### src/verilog/dprc_map.vh
// Constants for the downstream port reset control block.
// Assumes a 32-bit APB register bus; byte addresses, one word each.
`ifndef DPRC_MAP_VH
`define DPRC_MAP_VH

// ****************************************
// Register byte offsets
// ****************************************
`define DPRC_UP_BRIDGE_CTL   12'h000
`define DPRC_DN_BRIDGE_CTL   12'h004
`define DPRC_SLOT_CTL        12'h008
`define DPRC_HOTPLUG_CFG     12'h00c
`define DPRC_STATUS          12'h010
`define DPRC_ACCESS_CTL      12'h014

// ****************************************
// Field positions
// ****************************************
`define DPRC_MODE_LSB        0
`define DPRC_P2R_LSB         8
`define DPRC_R2P_LSB         16
`define DPRC_DLY_W           8
`define DPRC_UNLOCK_BIT      0

// ****************************************
// Reset values and mode codes
// ****************************************
`define DPRC_MODE_PWR_EN     2'h0
`define DPRC_MODE_PWR_GOOD   2'h1
`define DPRC_MODE_HOT_RST    2'h2
`define DPRC_SLOT_CTL_RST    32'h0000003f
`define DPRC_HOTPLUG_RST     32'h00000000

// ****************************************
// Timing
// ****************************************
`define DPRC_MIN_RST_US      200
`define DPRC_CLK_MHZ         250
`define DPRC_MIN_RST_CYC     (`DPRC_MIN_RST_US * `DPRC_CLK_MHZ)
`define DPRC_TICK_CYC        `DPRC_CLK_MHZ

`endif

### src/verilog/dprc_top.v
// Secondary bus reset sequencing and slot reset / power-enable outputs.
// Assumes APB master on pclk; slot inputs arrive asynchronously.
//
// Added by the designer: the register addresses and the APB slave port.
`timescale 1ns/1ps
`include "dprc_map.vh"

module dprc_top #(
    parameter NPORT     = 6,
    parameter TICK_CYC  = `DPRC_TICK_CYC,
    parameter MIN_RST   = `DPRC_MIN_RST_CYC
) (
    // APB
    input  wire               pclk,
    input  wire               presetn,
    input  wire               psel,
    input  wire               penable,
    input  wire               pwrite,
    input  wire [11:0]        paddr,
    input  wire [31:0]        pwdata,
    output reg  [31:0]        prdata,
    output reg                pready,
    output reg                pslverr,
    // Port state from the switch
    input  wire [NPORT-1:0]   link_up,
    input  wire [NPORT-1:0]   port_hot_reset,
    // SMBus slave register access qualifier
    input  wire               smb_sel_reset_reg,
    // Switch-side controls
    output reg  [NPORT-1:0]   send_hot_reset_ts1,
    output reg  [NPORT-1:0]   flush_port_queue,
    output reg  [NPORT-1:0]   port_logic_reset,
    output reg  [NPORT-1:0]   dn_regs_reset,
    output reg  [NPORT-1:0]   secondary_ur,
    output reg                upstream_busy,
    output reg                smb_zero_read,
    output reg                smb_block_write,
    // Slot pins
    input  wire [NPORT-1:0]   slot_power_good_in_n,
    output reg  [NPORT-1:0]   slot_reset_out_n,
    output reg  [NPORT-1:0]   slot_reset_oe,
    output reg  [NPORT-1:0]   slot_power_enable_out
);

// ****************************************
// Register file
// ****************************************
reg                 up_sbr_q;
reg  [NPORT-1:0]    dn_sbr_q;
reg  [NPORT-1:0]    slot_power_off_ctl_q;
reg  [1:0]          reset_output_mode_sel_q;
reg  [7:0]          power_to_reset_delay_q;
reg  [7:0]          reset_to_power_delay_q;
reg  [NPORT-1:0]    reset_pin_en_q;
reg  [NPORT-1:0]    pg_s1_q;
reg  [NPORT-1:0]    pg_s2_q;
wire [NPORT-1:0]    rst_int_n;
wire [NPORT-1:0]    pwr_on;
wire                wr_en = psel & penable & pwrite & ~pready;
wire                rd_en = psel & penable & ~pwrite & ~pready;
reg  [31:0]         rd_d;
reg                 bad_d;

// ****************************************
// Read mux
// ****************************************
// Unmapped offsets read zero and flag pslverr. The status word is live,
// so software sees the reset state one flop ahead of its pins and power enable as it stands at the pins;
// the power-good bits come from the synchroniser, never from the pin.
always @* begin
    rd_d  = 32'h0;
    bad_d = 1'b0;
    case (paddr)
        `DPRC_UP_BRIDGE_CTL: rd_d = {31'h0, up_sbr_q};
        `DPRC_DN_BRIDGE_CTL: rd_d = {{(32-NPORT){1'b0}}, dn_sbr_q};
        `DPRC_SLOT_CTL:      rd_d = {{(32-NPORT){1'b0}}, slot_power_off_ctl_q};
        `DPRC_HOTPLUG_CFG:   rd_d = {8'h0, reset_to_power_delay_q, power_to_reset_delay_q,
                                     6'h0, reset_output_mode_sel_q};
        `DPRC_STATUS:        rd_d = {{(32-3*NPORT){1'b0}}, ~pg_s2_q, slot_power_enable_out,
                                     ~rst_int_n};
        `DPRC_ACCESS_CTL:    rd_d = {{(32-NPORT){1'b0}}, reset_pin_en_q};
        default:             bad_d = 1'b1;
    endcase
end

// ****************************************
// APB slave
// ****************************************
// Answers one cycle into the access phase: pready pulses for one cycle.
// The write lands at the first access edge; the master still holds the
// request one more edge, and the ~pready term keeps it from writing twice.
always @(posedge pclk or negedge presetn) begin
    if (!presetn) begin
        pready                  <= 1'b0;
        pslverr                 <= 1'b0;
        prdata                  <= 32'h0;
        up_sbr_q                <= 1'b0;
        dn_sbr_q                <= {NPORT{1'b0}};
        slot_power_off_ctl_q    <= {NPORT{1'b1}};
        reset_output_mode_sel_q <= `DPRC_MODE_PWR_EN;
        power_to_reset_delay_q  <= 8'h0;
        reset_to_power_delay_q  <= 8'h0;
        reset_pin_en_q          <= {NPORT{1'b0}};
    end else begin
        pready  <= psel & penable & ~pready;
        pslverr <= psel & penable & ~pready & bad_d;
        if (rd_en)
            prdata <= rd_d;
        if (wr_en) begin
            case (paddr)
                `DPRC_UP_BRIDGE_CTL: up_sbr_q <= pwdata[0];
                `DPRC_DN_BRIDGE_CTL: dn_sbr_q <= pwdata[NPORT-1:0];
                `DPRC_SLOT_CTL:      slot_power_off_ctl_q <= pwdata[NPORT-1:0];
                `DPRC_HOTPLUG_CFG: begin
                    reset_output_mode_sel_q <= pwdata[`DPRC_MODE_LSB +: 2];
                    power_to_reset_delay_q  <= pwdata[`DPRC_P2R_LSB +: 8];
                    reset_to_power_delay_q  <= pwdata[`DPRC_R2P_LSB +: 8];
                end
                `DPRC_ACCESS_CTL:    reset_pin_en_q <= pwdata[NPORT-1:0];
                default: ;
            endcase
        end
    end
end

// ****************************************
// Secondary bus reset sequencing
// ****************************************
// The reset lasts exactly as long as the software bit; the upstream port
// itself is never reset, so its config path keeps answering.
// Queue flush and unsupported-request marking cover both kinds of bus
// reset; the port logic and register resets follow only the upstream one.
wire [NPORT-1:0] sbr_any = dn_sbr_q | {NPORT{up_sbr_q}};

always @(posedge pclk or negedge presetn) begin
    if (!presetn) begin
        send_hot_reset_ts1 <= {NPORT{1'b0}};
        flush_port_queue   <= {NPORT{1'b0}};
        port_logic_reset   <= {NPORT{1'b0}};
        dn_regs_reset      <= {NPORT{1'b0}};
        secondary_ur       <= {NPORT{1'b0}};
        upstream_busy      <= 1'b0;
        smb_zero_read      <= 1'b0;
        smb_block_write    <= 1'b0;
    end else begin
        send_hot_reset_ts1 <= sbr_any & link_up;
        flush_port_queue   <= sbr_any;
        port_logic_reset   <= {NPORT{up_sbr_q}};
        dn_regs_reset      <= {NPORT{up_sbr_q}};
        secondary_ur       <= sbr_any;
        upstream_busy      <= 1'b0;
        smb_zero_read      <= up_sbr_q & smb_sel_reset_reg;
        smb_block_write    <= up_sbr_q & smb_sel_reset_reg;
    end
end

// ****************************************
// Slot reset and power enable, per port
// ****************************************
// Per-slot sequence: OFF (power off, reset held), P2R (power on, waiting
// to release reset), ON (powered, reset free), R2P (reset held, waiting
// to drop power). Mode code 3 has no meaning and behaves as power-enable.
localparam S_OFF     = 2'd0;
localparam S_P2R     = 2'd1;
localparam S_ON      = 2'd2;
localparam S_R2P     = 2'd3;
localparam TW = 16;
localparam MW = 24;
localparam [31:0]   TICK_LAST_W = TICK_CYC - 1;
localparam [31:0]   MIN_LOAD_W  = MIN_RST - 1;
localparam [TW-1:0] TICK_LAST   = TICK_LAST_W[TW-1:0];
localparam [MW-1:0] MIN_LOAD    = MIN_LOAD_W[MW-1:0];

// ****************************************
// Delay tick
// ****************************************
// One prescaler serves every slot, so a delay may start part-way into a
// tick and lasts between n-1 and n whole ticks. Cheaper than a prescaler
// per slot; the error is one tick at most, small against the delays.
reg  [TW-1:0] tick_q;
wire          tick = (tick_q == {TW{1'b0}});

always @(posedge pclk or negedge presetn) begin
    if (!presetn)
        tick_q <= {TW{1'b0}};
    else
        tick_q <= tick ? TICK_LAST : tick_q - 1'b1;
end

// ****************************************
// Power-good synchroniser
// ****************************************
// The pin is asynchronous; only the second flop feeds logic. Both reset
// to the idle level so no false loss of power shows after reset.
always @(posedge pclk or negedge presetn) begin
    if (!presetn) begin
        pg_s1_q <= {NPORT{1'b1}};
        pg_s2_q <= {NPORT{1'b1}};
    end else begin
        pg_s1_q <= slot_power_good_in_n;
        pg_s2_q <= pg_s1_q;
    end
end

genvar gi;
generate
    for (gi = 0; gi < NPORT; gi = gi + 1) begin : g_slot
        reg  [1:0]    st_q;
        reg  [7:0]    dly_q;
        reg  [MW-1:0] min_q;
        reg           pwr_q;
        reg           want_q;
        reg           rst_n_q;
        wire          good  = ~pg_s2_q[gi];
        wire          pgm   = (reset_output_mode_sel_q == `DPRC_MODE_PWR_GOOD);
        wire          hrm   = (reset_output_mode_sel_q == `DPRC_MODE_HOT_RST);
        wire          hr_rq = port_hot_reset[gi] | sbr_any[gi];
        // Power-good loss bypasses want_q so the pin falls one cycle sooner
        wire          pg_drop = pgm & ~good & rst_n_q & (st_q == S_ON);

        assign rst_int_n[gi] = rst_n_q;
        assign pwr_on[gi]    = pwr_q;

        always @(posedge pclk or negedge presetn) begin
            if (!presetn) begin
                st_q   <= S_OFF;
                dly_q  <= 8'h0;
                pwr_q  <= 1'b0;
                want_q <= 1'b1;
            end else begin
                case (st_q)
                    S_OFF: begin
                        want_q <= 1'b1;
                        if (!slot_power_off_ctl_q[gi]) begin
                            pwr_q <= 1'b1;
                            dly_q <= power_to_reset_delay_q;
                            st_q  <= S_P2R;
                        end
                    end
                    S_P2R: begin
                        if (slot_power_off_ctl_q[gi]) begin
                            dly_q <= reset_to_power_delay_q;
                            st_q  <= S_R2P;
                        end else if (pgm && !good) begin
                            dly_q <= power_to_reset_delay_q;
                        end else if (dly_q == 8'h0) begin
                            want_q <= 1'b0;
                            st_q   <= S_ON;
                        end else if (tick) begin
                            dly_q <= dly_q - 1'b1;
                        end
                    end
                    S_ON: begin
                        want_q <= hrm & hr_rq;
                        if (slot_power_off_ctl_q[gi]) begin
                            want_q <= 1'b1;
                            dly_q  <= reset_to_power_delay_q;
                            st_q   <= S_R2P;
                        end else if (pgm && !good) begin
                            want_q <= 1'b1;
                            dly_q  <= power_to_reset_delay_q;
                            st_q   <= S_P2R;
                        end
                    end
                    S_R2P: begin
                        want_q <= 1'b1;
                        if (dly_q == 8'h0) begin
                            pwr_q <= 1'b0;
                            st_q  <= S_OFF;
                        end else if (tick) begin
                            dly_q <= dly_q - 1'b1;
                        end
                    end
                    default: st_q <= S_OFF;
                endcase
            end
        end

        // Pulse stretcher: once asserted, the pin cannot release early
        // even if the cause vanishes after one cycle. The count only runs
        // once the cause is gone, so a long cause adds to the minimum.
        always @(posedge pclk or negedge presetn) begin
            if (!presetn) begin
                min_q   <= {MW{1'b0}};
                rst_n_q <= 1'b0;
            end else if (want_q || pg_drop) begin
                if (rst_n_q)
                    min_q <= MIN_LOAD;
                rst_n_q <= 1'b0;
            end else if (min_q != {MW{1'b0}}) begin
                min_q <= min_q - 1'b1;
            end else begin
                rst_n_q <= 1'b1;
            end
        end
    end
endgenerate

// ****************************************
// Slot pins
// ****************************************
// Every pin leaves from a flop. The enable stays low out of reset, so the
// reset pins float until software claims them.
always @(posedge pclk or negedge presetn) begin
    if (!presetn) begin
        slot_reset_out_n      <= {NPORT{1'b0}};
        slot_reset_oe         <= {NPORT{1'b0}};
        slot_power_enable_out <= {NPORT{1'b0}};
    end else begin
        slot_reset_out_n      <= rst_int_n;
        slot_reset_oe         <= reset_pin_en_q;
        slot_power_enable_out <= pwr_on;
    end
end

endmodule

### config.mk
export PLATFORM = sky130hd
export DESIGN_NAME = dprc_top
export DESIGN_NICKNAME = d
export VERILOG_FILES = /design/src/verilog/dprc_top.v
export VERILOG_INCLUDE_DIRS = /design/src /design/src/verilog
export SDC_FILE = /design/constraint.sdc
export NUM_CORES = 1
export LEC_CHECK = 0
export ABC_AREA = 1
export BUFFER_PORTS_ARGS = -buffer_cell sky130_fd_sc_hd__buf_4
export CORE_ASPECT_RATIO = 2
export CORE_MARGIN = 2
export CORE_UTILIZATION = 40
export CTS_CLUSTER_DIAMETER = 100
export CTS_CLUSTER_SIZE = 12
export DETAILED_ROUTE_END_ITERATION = 8
export PLACE_DENSITY = 0.62
export SYNTH_ARGS = -nofsm -noshare
export SYNTH_HDL_FRONTEND = slang
export SYNTH_SLANG_ARGS = --single-unit
### constraint.sdc
create_clock -name pclk -period 2.9 [get_ports pclk]
set_input_delay 0.725 -clock pclk [delete_from_list [all_inputs] [get_ports pclk]]
set_output_delay 0.725 -clock pclk [all_outputs]
set_load 0.02 [all_outputs]
Word-level counts from Yosys, hierarchy flattened
Index checks and enable logic that the tools add are counted.

storage, ports and cells
  bits of input ports = 68
  output and inout bits = 85
  register bits = 353
  logic and storage cells = 461

operators by class
  eq/ne operators = 85
  bitwise logic cells = 44
  mux-type cells = 177
  reduce and logical (&&, ||, !) cells = 86
  $add $sub $neg = 13

operator list
  cell                                                                     count
  24-bit two-way mux                                                       18
  8-bit two-way mux                                                        42
  8-bit one-hot mux with 4 select lines                                    6
  24-bit one-hot mux with 6 select lines                                   1
  24-bit nonzero test                                                      6
  24-bit by 1-bit subtractor with 24-bit output (second input constant)    6
  2-bit two-way mux                                                        42
  2-bit != test (second input constant)                                    42
  1-bit two-way mux                                                        49
  8-bit logical NOT                                                        6
  2-bit one-hot mux with 4 select lines                                    6
  8-bit by 1-bit subtractor with 8-bit output (second input constant)      6
  3-bit != test (second input constant)                                    12
  3-bit AND reduction                                                      12
  2-bit AND reduction                                                      17
  1-bit AND                                                                32
  5-bit AND reduction                                                      6
  2-bit equality test (second input constant)                              13
  12-bit by 4-bit equality test with 1-bit output (second input constant)  2
  12-bit by 5-bit equality test with 1-bit output (second input constant)  2
  2-bit nonzero test                                                       12
  3-bit by 2-bit != test with 1-bit output (second input constant)         6
  1-bit one-hot mux with 3 select lines                                    6
  16-bit logical NOT                                                       1
  other kinds (16)                                                         54

Longest topological paths before layout
  depth in word-level cells = 7
  depth in mapped cells = 17
  mapped depth without buffers = 16

Worst setup path after synthesis
Ideal clock, no wire load.

  kind = register to register
  start = register g_slot[3].st_q[0]
  end = register g_slot[3].min_q[22]
  stages on the path, launching flop included = 12
  arrival time = 1.911 ns
  setup time = 0.123 ns
  period minus slack after synthesis = 2.034 ns
  slack = 0.866 ns
  path buffers = 2
  data required time = 2.777 ns
  path through = dfrtp_1 > inv_1 > ha_1 > clkbuf_2 > inv_2 > o31ai_1 > nand2_1 > nand2_1 > buf_4 > nand3_1 > o21ai_0 > a21oi_1

between the ends
  cells in the longest elaborated chain, start to end = 5
  elaborated cells between the ends (all ways) = 7
  classes of those cells = eq/ne: 2; mux: 1; bitwise: 1; reduce/logical: 3

RTL lines
  element                                                        RTL line        text
  from (decl)                                                    dprc_top.v:208  reg [1:0] st_q;
  from (signal assigned)                                         dprc_top.v:226  st_q <= S_OFF;
  from (signal assigned)                                         dprc_top.v:237  st_q <= S_P2R;
  from (signal assigned)                                         dprc_top.v:243  st_q <= S_R2P;
  2-bit equality test (*)                                        dprc_top.v:219  wire pg_drop = pgm & ~good & rst_n_q & (st_q == S_ON);
  1-bit AND (*)                                                  dprc_top.v:219
  1-bit logical OR (*)                                           dprc_top.v:286  end else if (want_q || pg_drop) begin
  2-bit != test (no line) or 2-bit nonzero test (tied branches)  n/a
  2-bit AND reduction (no line)                                  n/a
  to (signal assigned)                                           dprc_top.v:284  min_q <= {MW{1'b0}};
  to (signal assigned)                                           dprc_top.v:291  min_q <= min_q - 1'b1;
  to (decl)                                                      dprc_top.v:210  reg [MW-1:0] min_q;

Mark *: on every way between the ends. The rest lies on a longest branch, timed or not.
A chain may end at the register's enable or synchronous reset.

Final worst setup path
  start = register g_slot[5].st_q[0]
  end = register g_slot[5].st_q[1]

between the ends
  cells in the longest elaborated chain, start to end = 3
  elaborated cells between the ends (all ways) = 11
  classes of those cells = eq/ne: 8; mux: 1; reduce/logical: 2

RTL lines
  element                                                                       RTL line        text
  from (decl)                                                                   dprc_top.v:208
  from (signal assigned)                                                        dprc_top.v:226
  from (signal assigned)                                                        dprc_top.v:237
  from (signal assigned)                                                        dprc_top.v:243
  2-bit by 1-bit equality test with 1-bit output, or another cell as far along  dprc_top.v:231  case (st_q)
  3-bit != test (no line), or another cell as far along                         n/a
  5-bit AND reduction (no line)                                                 n/a

Parallel ways exist; a longest one is shown, timed or not.

==> qor.json <==
{
  "run_status": "finished, final reports clean",
  "setup_viol": 0,
  "remaining_drc_errors": 0,
  "reg2reg_depth": 8,
  "max_clock_freq_mhz": 408,
  "dp.final_hpwl_mm": 51.0,
  "antennaDiodeCount": 0,
  "rsz0062_at_grt": "false",
  "worstPathMaxFanout": 17,
  "cp_cell_sequence": "inv_1 -> ha_1 -> inv_1 -> o21ai_2 -> a21oi_1 -> nand2_1 -> o21ai_0 -> a21boi_1",
  "post-cts-setup-buffer-count": 0,
  "avgRoutedWirePerCell_um": 17.7,
  "post_cts.resized_instances": 0,
  "port_buffers": 133,
  "clkSinkCount": 345,
  "first_global_vias": 20700,
  "design.final.nets": 3263,
  "postLayoutCellArea_um2": 24100,
  "floorplan.rows": 120,
  "grtUsageTotal_pct": 24.4,
  "first_pass_grt_wire_length_mm": 108,
  "critical_path.max_stage_delay_ns": 0.61,
  "drt_first_pass_iters": 8,
  "crit_buf_inv": 2,
  "least_margin_pin_slew_ns": 0.792,
  "finalHoldViolCount": 0,
  "post_synth_cell_types": 63,
  "synth.ff_latch_count": 345,
  "critPathCaptureType": "flop",
  "path_common_cell": "sky130_fd_sc_hd__inv_1",
  "cts.htree.levels": 2,
  "vdd_drop_max_uv": 370,
  "cts_max_path_buffers": 3,
  "final.period_utilization_pct": 84.5,
  "drt.antenna.violating_nets": 0,
  "timing.final.max_slew_violations": 0,
  "avgViaCountPerCell": 5.40,
  "predominant_post_synthesis_flop_cell": "sky130_fd_sc_hd__dfrtp_1",
  "critPathArrivalTime_ns": 2.87,
  "hold_path_class": "input pin to asynchronous set/reset pin",
  "critical_path.reg2reg.endpoint": "g_slot[5].st_q[1]$_DFFE_PN0P_",
  "synth_seq_area_share_pct": 40.4,
  "die_y_um": 332,
  "detailroute.via_count": 20800,
  "grt_start_max_net_pins": 67,
  "p_per_area_nw_per_um2": 865,
  "slew_headroom_pct": 47.2,
  "setup_tns_ns": 0,
  "rr_startpoint": "g_slot[5].st_q[0]$_DFFE_PN0P_",
  "finalWeightedCongestion": 0.924,
  "fillers": 5280,
  "clock_latency_ns": 0.55,
  "holdBufCountCts": 0,
  "syn-cell-area_um2": 21500,
  "layout.cells.most_common": "sky130_fd_sc_hd__nand2_1",
  "kind_of_cell_with_the_highest_combined_delay_on_the_critical_path": "compound AO/OA/AOI/OAI gates",
  "cts.root.buffer_cell": "sky130_fd_sc_hd__clkbuf_16",
  "final.setup_skew_ns": 0.0179,
  "worst_path_max_delay_cell": "sky130_fd_sc_hd__o21ai_2",
  "tritoncts": "built",
  "post_route_cells_drive_above_1_share_pct": 10.8,
  "setup.reg_to_reg.worst_slack_ns": 0.45,
  "holdWs_ns": 0.158,
  "finalWorstPathRequiredPeriod_ns": 2.45,
  "grt_overflow": 0,
  "cts.reportedPaths.clkPinSlew_ns": 0.06,
  "die_area_um2": 55600,
  "power_leakage_nw": 12.2,
  "core_area_um2": 53300,
  "io_pins": 153,
  "required_ns": 3.32,
  "area_delta_synth_final_pct": 12.5,
  "synth-async-reset-ratio_pct": 100,
  "antenna_found_initial": 2,
  "synth-edff-count": 0,
  "numCtsBuffers": 34,
  "detailed_place.area_um2": 23200,
  "timing.setup.critical_path_class": "flop to flop",
  "yosysWarnings": 0,
  "most_frequent_cells_in_the_layout": "sky130_fd_sc_hd__nand2_1 (981), sky130_fd_sc_hd__dfrtp_1 (321), sky130_fd_sc_hd__nor2_1 (311), sky130_fd_sc_hd__inv_1 (299), sky130_fd_sc_hd__buf_4 (181)",
  "critical_path.startpoint_type": "flop",
  "post_synth_inst_count": 3041,
  "synth.avg_cell_area_um2": 7.05,
  "fp.dieW_um": 168,
  "initial_core_util_pct": 40.2,
  "wl_mm": 68.0,
  "maxCapViolations": 0,
  "drt_first_iter_violations": 1141
}
==> per-layer routing <==
metal	vias to the layer above	track usage [%]	part of all wire (%)
met5	-	0	0.021
met4	2	17.3	7.9
met3	266	3.09	5.1
met2	682	44.7	51
met1	9852	25.4	36
li1	9961	-	-
==> report_power, final <==
group | switching, mW | total, mW | internal (mW) | leakage (nW)
logic | 6.07 | 9.34 | 3.27 | 7.33
clock network | 1.94 | 4.20 | 2.26 | 0.468
registers | 1.24 | 7.34 | 6.10 | 4.40
total | 9.25 | 20.9 | 11.6 | 12.2
==> layout make-up <==
class                           count  area, µm²  area share [%]
Multi-Input combinational cell   2254      11000            45.4
Inverter                          324       1220            5.05
Tap cell                          671        840            3.48
Sequential cell                   345       8660            35.9
Timing Repair Buffer              187       1470            6.11
Clock buffer                       59        966            4.00
Clock inverter                      2       13.8          0.0570
==> synth_stat cells (24+ instances only) <==
cell type / number / area share, %
sky130_fd_sc_hd__nand2_1: 981 / 17
sky130_fd_sc_hd__dfrtp_1: 321 / 37
sky130_fd_sc_hd__nor2_1: 311 / 5.4
sky130_fd_sc_hd__inv_1: 299 / 5.2
sky130_fd_sc_hd__o21ai_0: 180 / 4.2
sky130_fd_sc_hd__a21oi_1: 178 / 4.2
sky130_fd_sc_hd__nand3_1: 150 / 3.5
sky130_fd_sc_hd__clkbuf_1: 61 / 1.1
sky130_fd_sc_hd__nor3_1: 60 / 1.4
sky130_fd_sc_hd__nand4_1: 54 / 1.6
sky130_fd_sc_hd__ha_1: 49 / 2.9
sky130_fd_sc_hd__xor2_1: 48 / 2.0
sky130_fd_sc_hd__buf_4: 30 / 1.0
sky130_fd_sc_hd__o22ai_1: 25 / 0.73
sky130_fd_sc_hd__dfstp_2: 24 / 2.9
==> kinds of logic after synthesis <==
logic type	after synthesis	share of synthesized area, %
buffers and inverters	450	8.64
AO/OA/AOI/OAI	474	12.4
other	1	0.0175
XOR/XNOR	60	2.45
adder cells (fa/ha/maj)	49	2.86
flip-flops	345	40.4
multiplexers	23	1.20
AND/OR/NAND/NOR	1639	32.1
==> flip-flops by register name, summed over array words and instances, names as in the netlist, 8 cells and up <==
signal and flops:
g_slot.dly_q 48, reset_to_power_delay_q 8, power_to_reset_delay_q 8, prdata 24, g_slot.st_q 12, tick_q 16, g_slot.min_q 144
==> worst max-delay path by stage <==
stage	slack [ns]	end	startpoint	cells past startpoint
after global routing	0.19	g_slot[5].min_q[12]$_DFFE_PN0P_	g_slot[5].st_q[0]$_DFFE_PN0P_	13
after global placement	0.56	g_slot[5].st_q[1]$_DFFE_PN0P_	g_slot[5].st_q[0]$_DFFE_PN0P_	8
after CTS	0.49	g_slot[5].st_q[1]$_DFFE_PN0P_	g_slot[5].st_q[0]$_DFFE_PN0P_	8
after detailed placement	0.49	g_slot[5].st_q[1]$_DFFE_PN0P_	g_slot[5].st_q[0]$_DFFE_PN0P_	8
final	0.45	g_slot[5].st_q[1]$_DFFE_PN0P_	g_slot[5].st_q[0]$_DFFE_PN0P_	8
after floorplan	0.87	g_slot[3].min_q[22]$_DFFE_PN0P_	g_slot[3].st_q[0]$_DFFE_PN0P_	11
==> stage by stage <==
stage | utilization [%] | power, mW | cells | setup WS, ns
floorplan | - | 14.2 | 3049 | 0.866
global route | 45.3 | 22.8 | 3842 | 0.190
CTS | 45.3 | 20.9 | 3842 | 0.486
global placement | 43.5 | 16.4 | 3781 | 0.556
detailed placement | 43.5 | 16.7 | 3781 | 0.495
finish | 45.3 | 20.9 | 3842 | 0.450
Power figures use the tool's default switching activity.
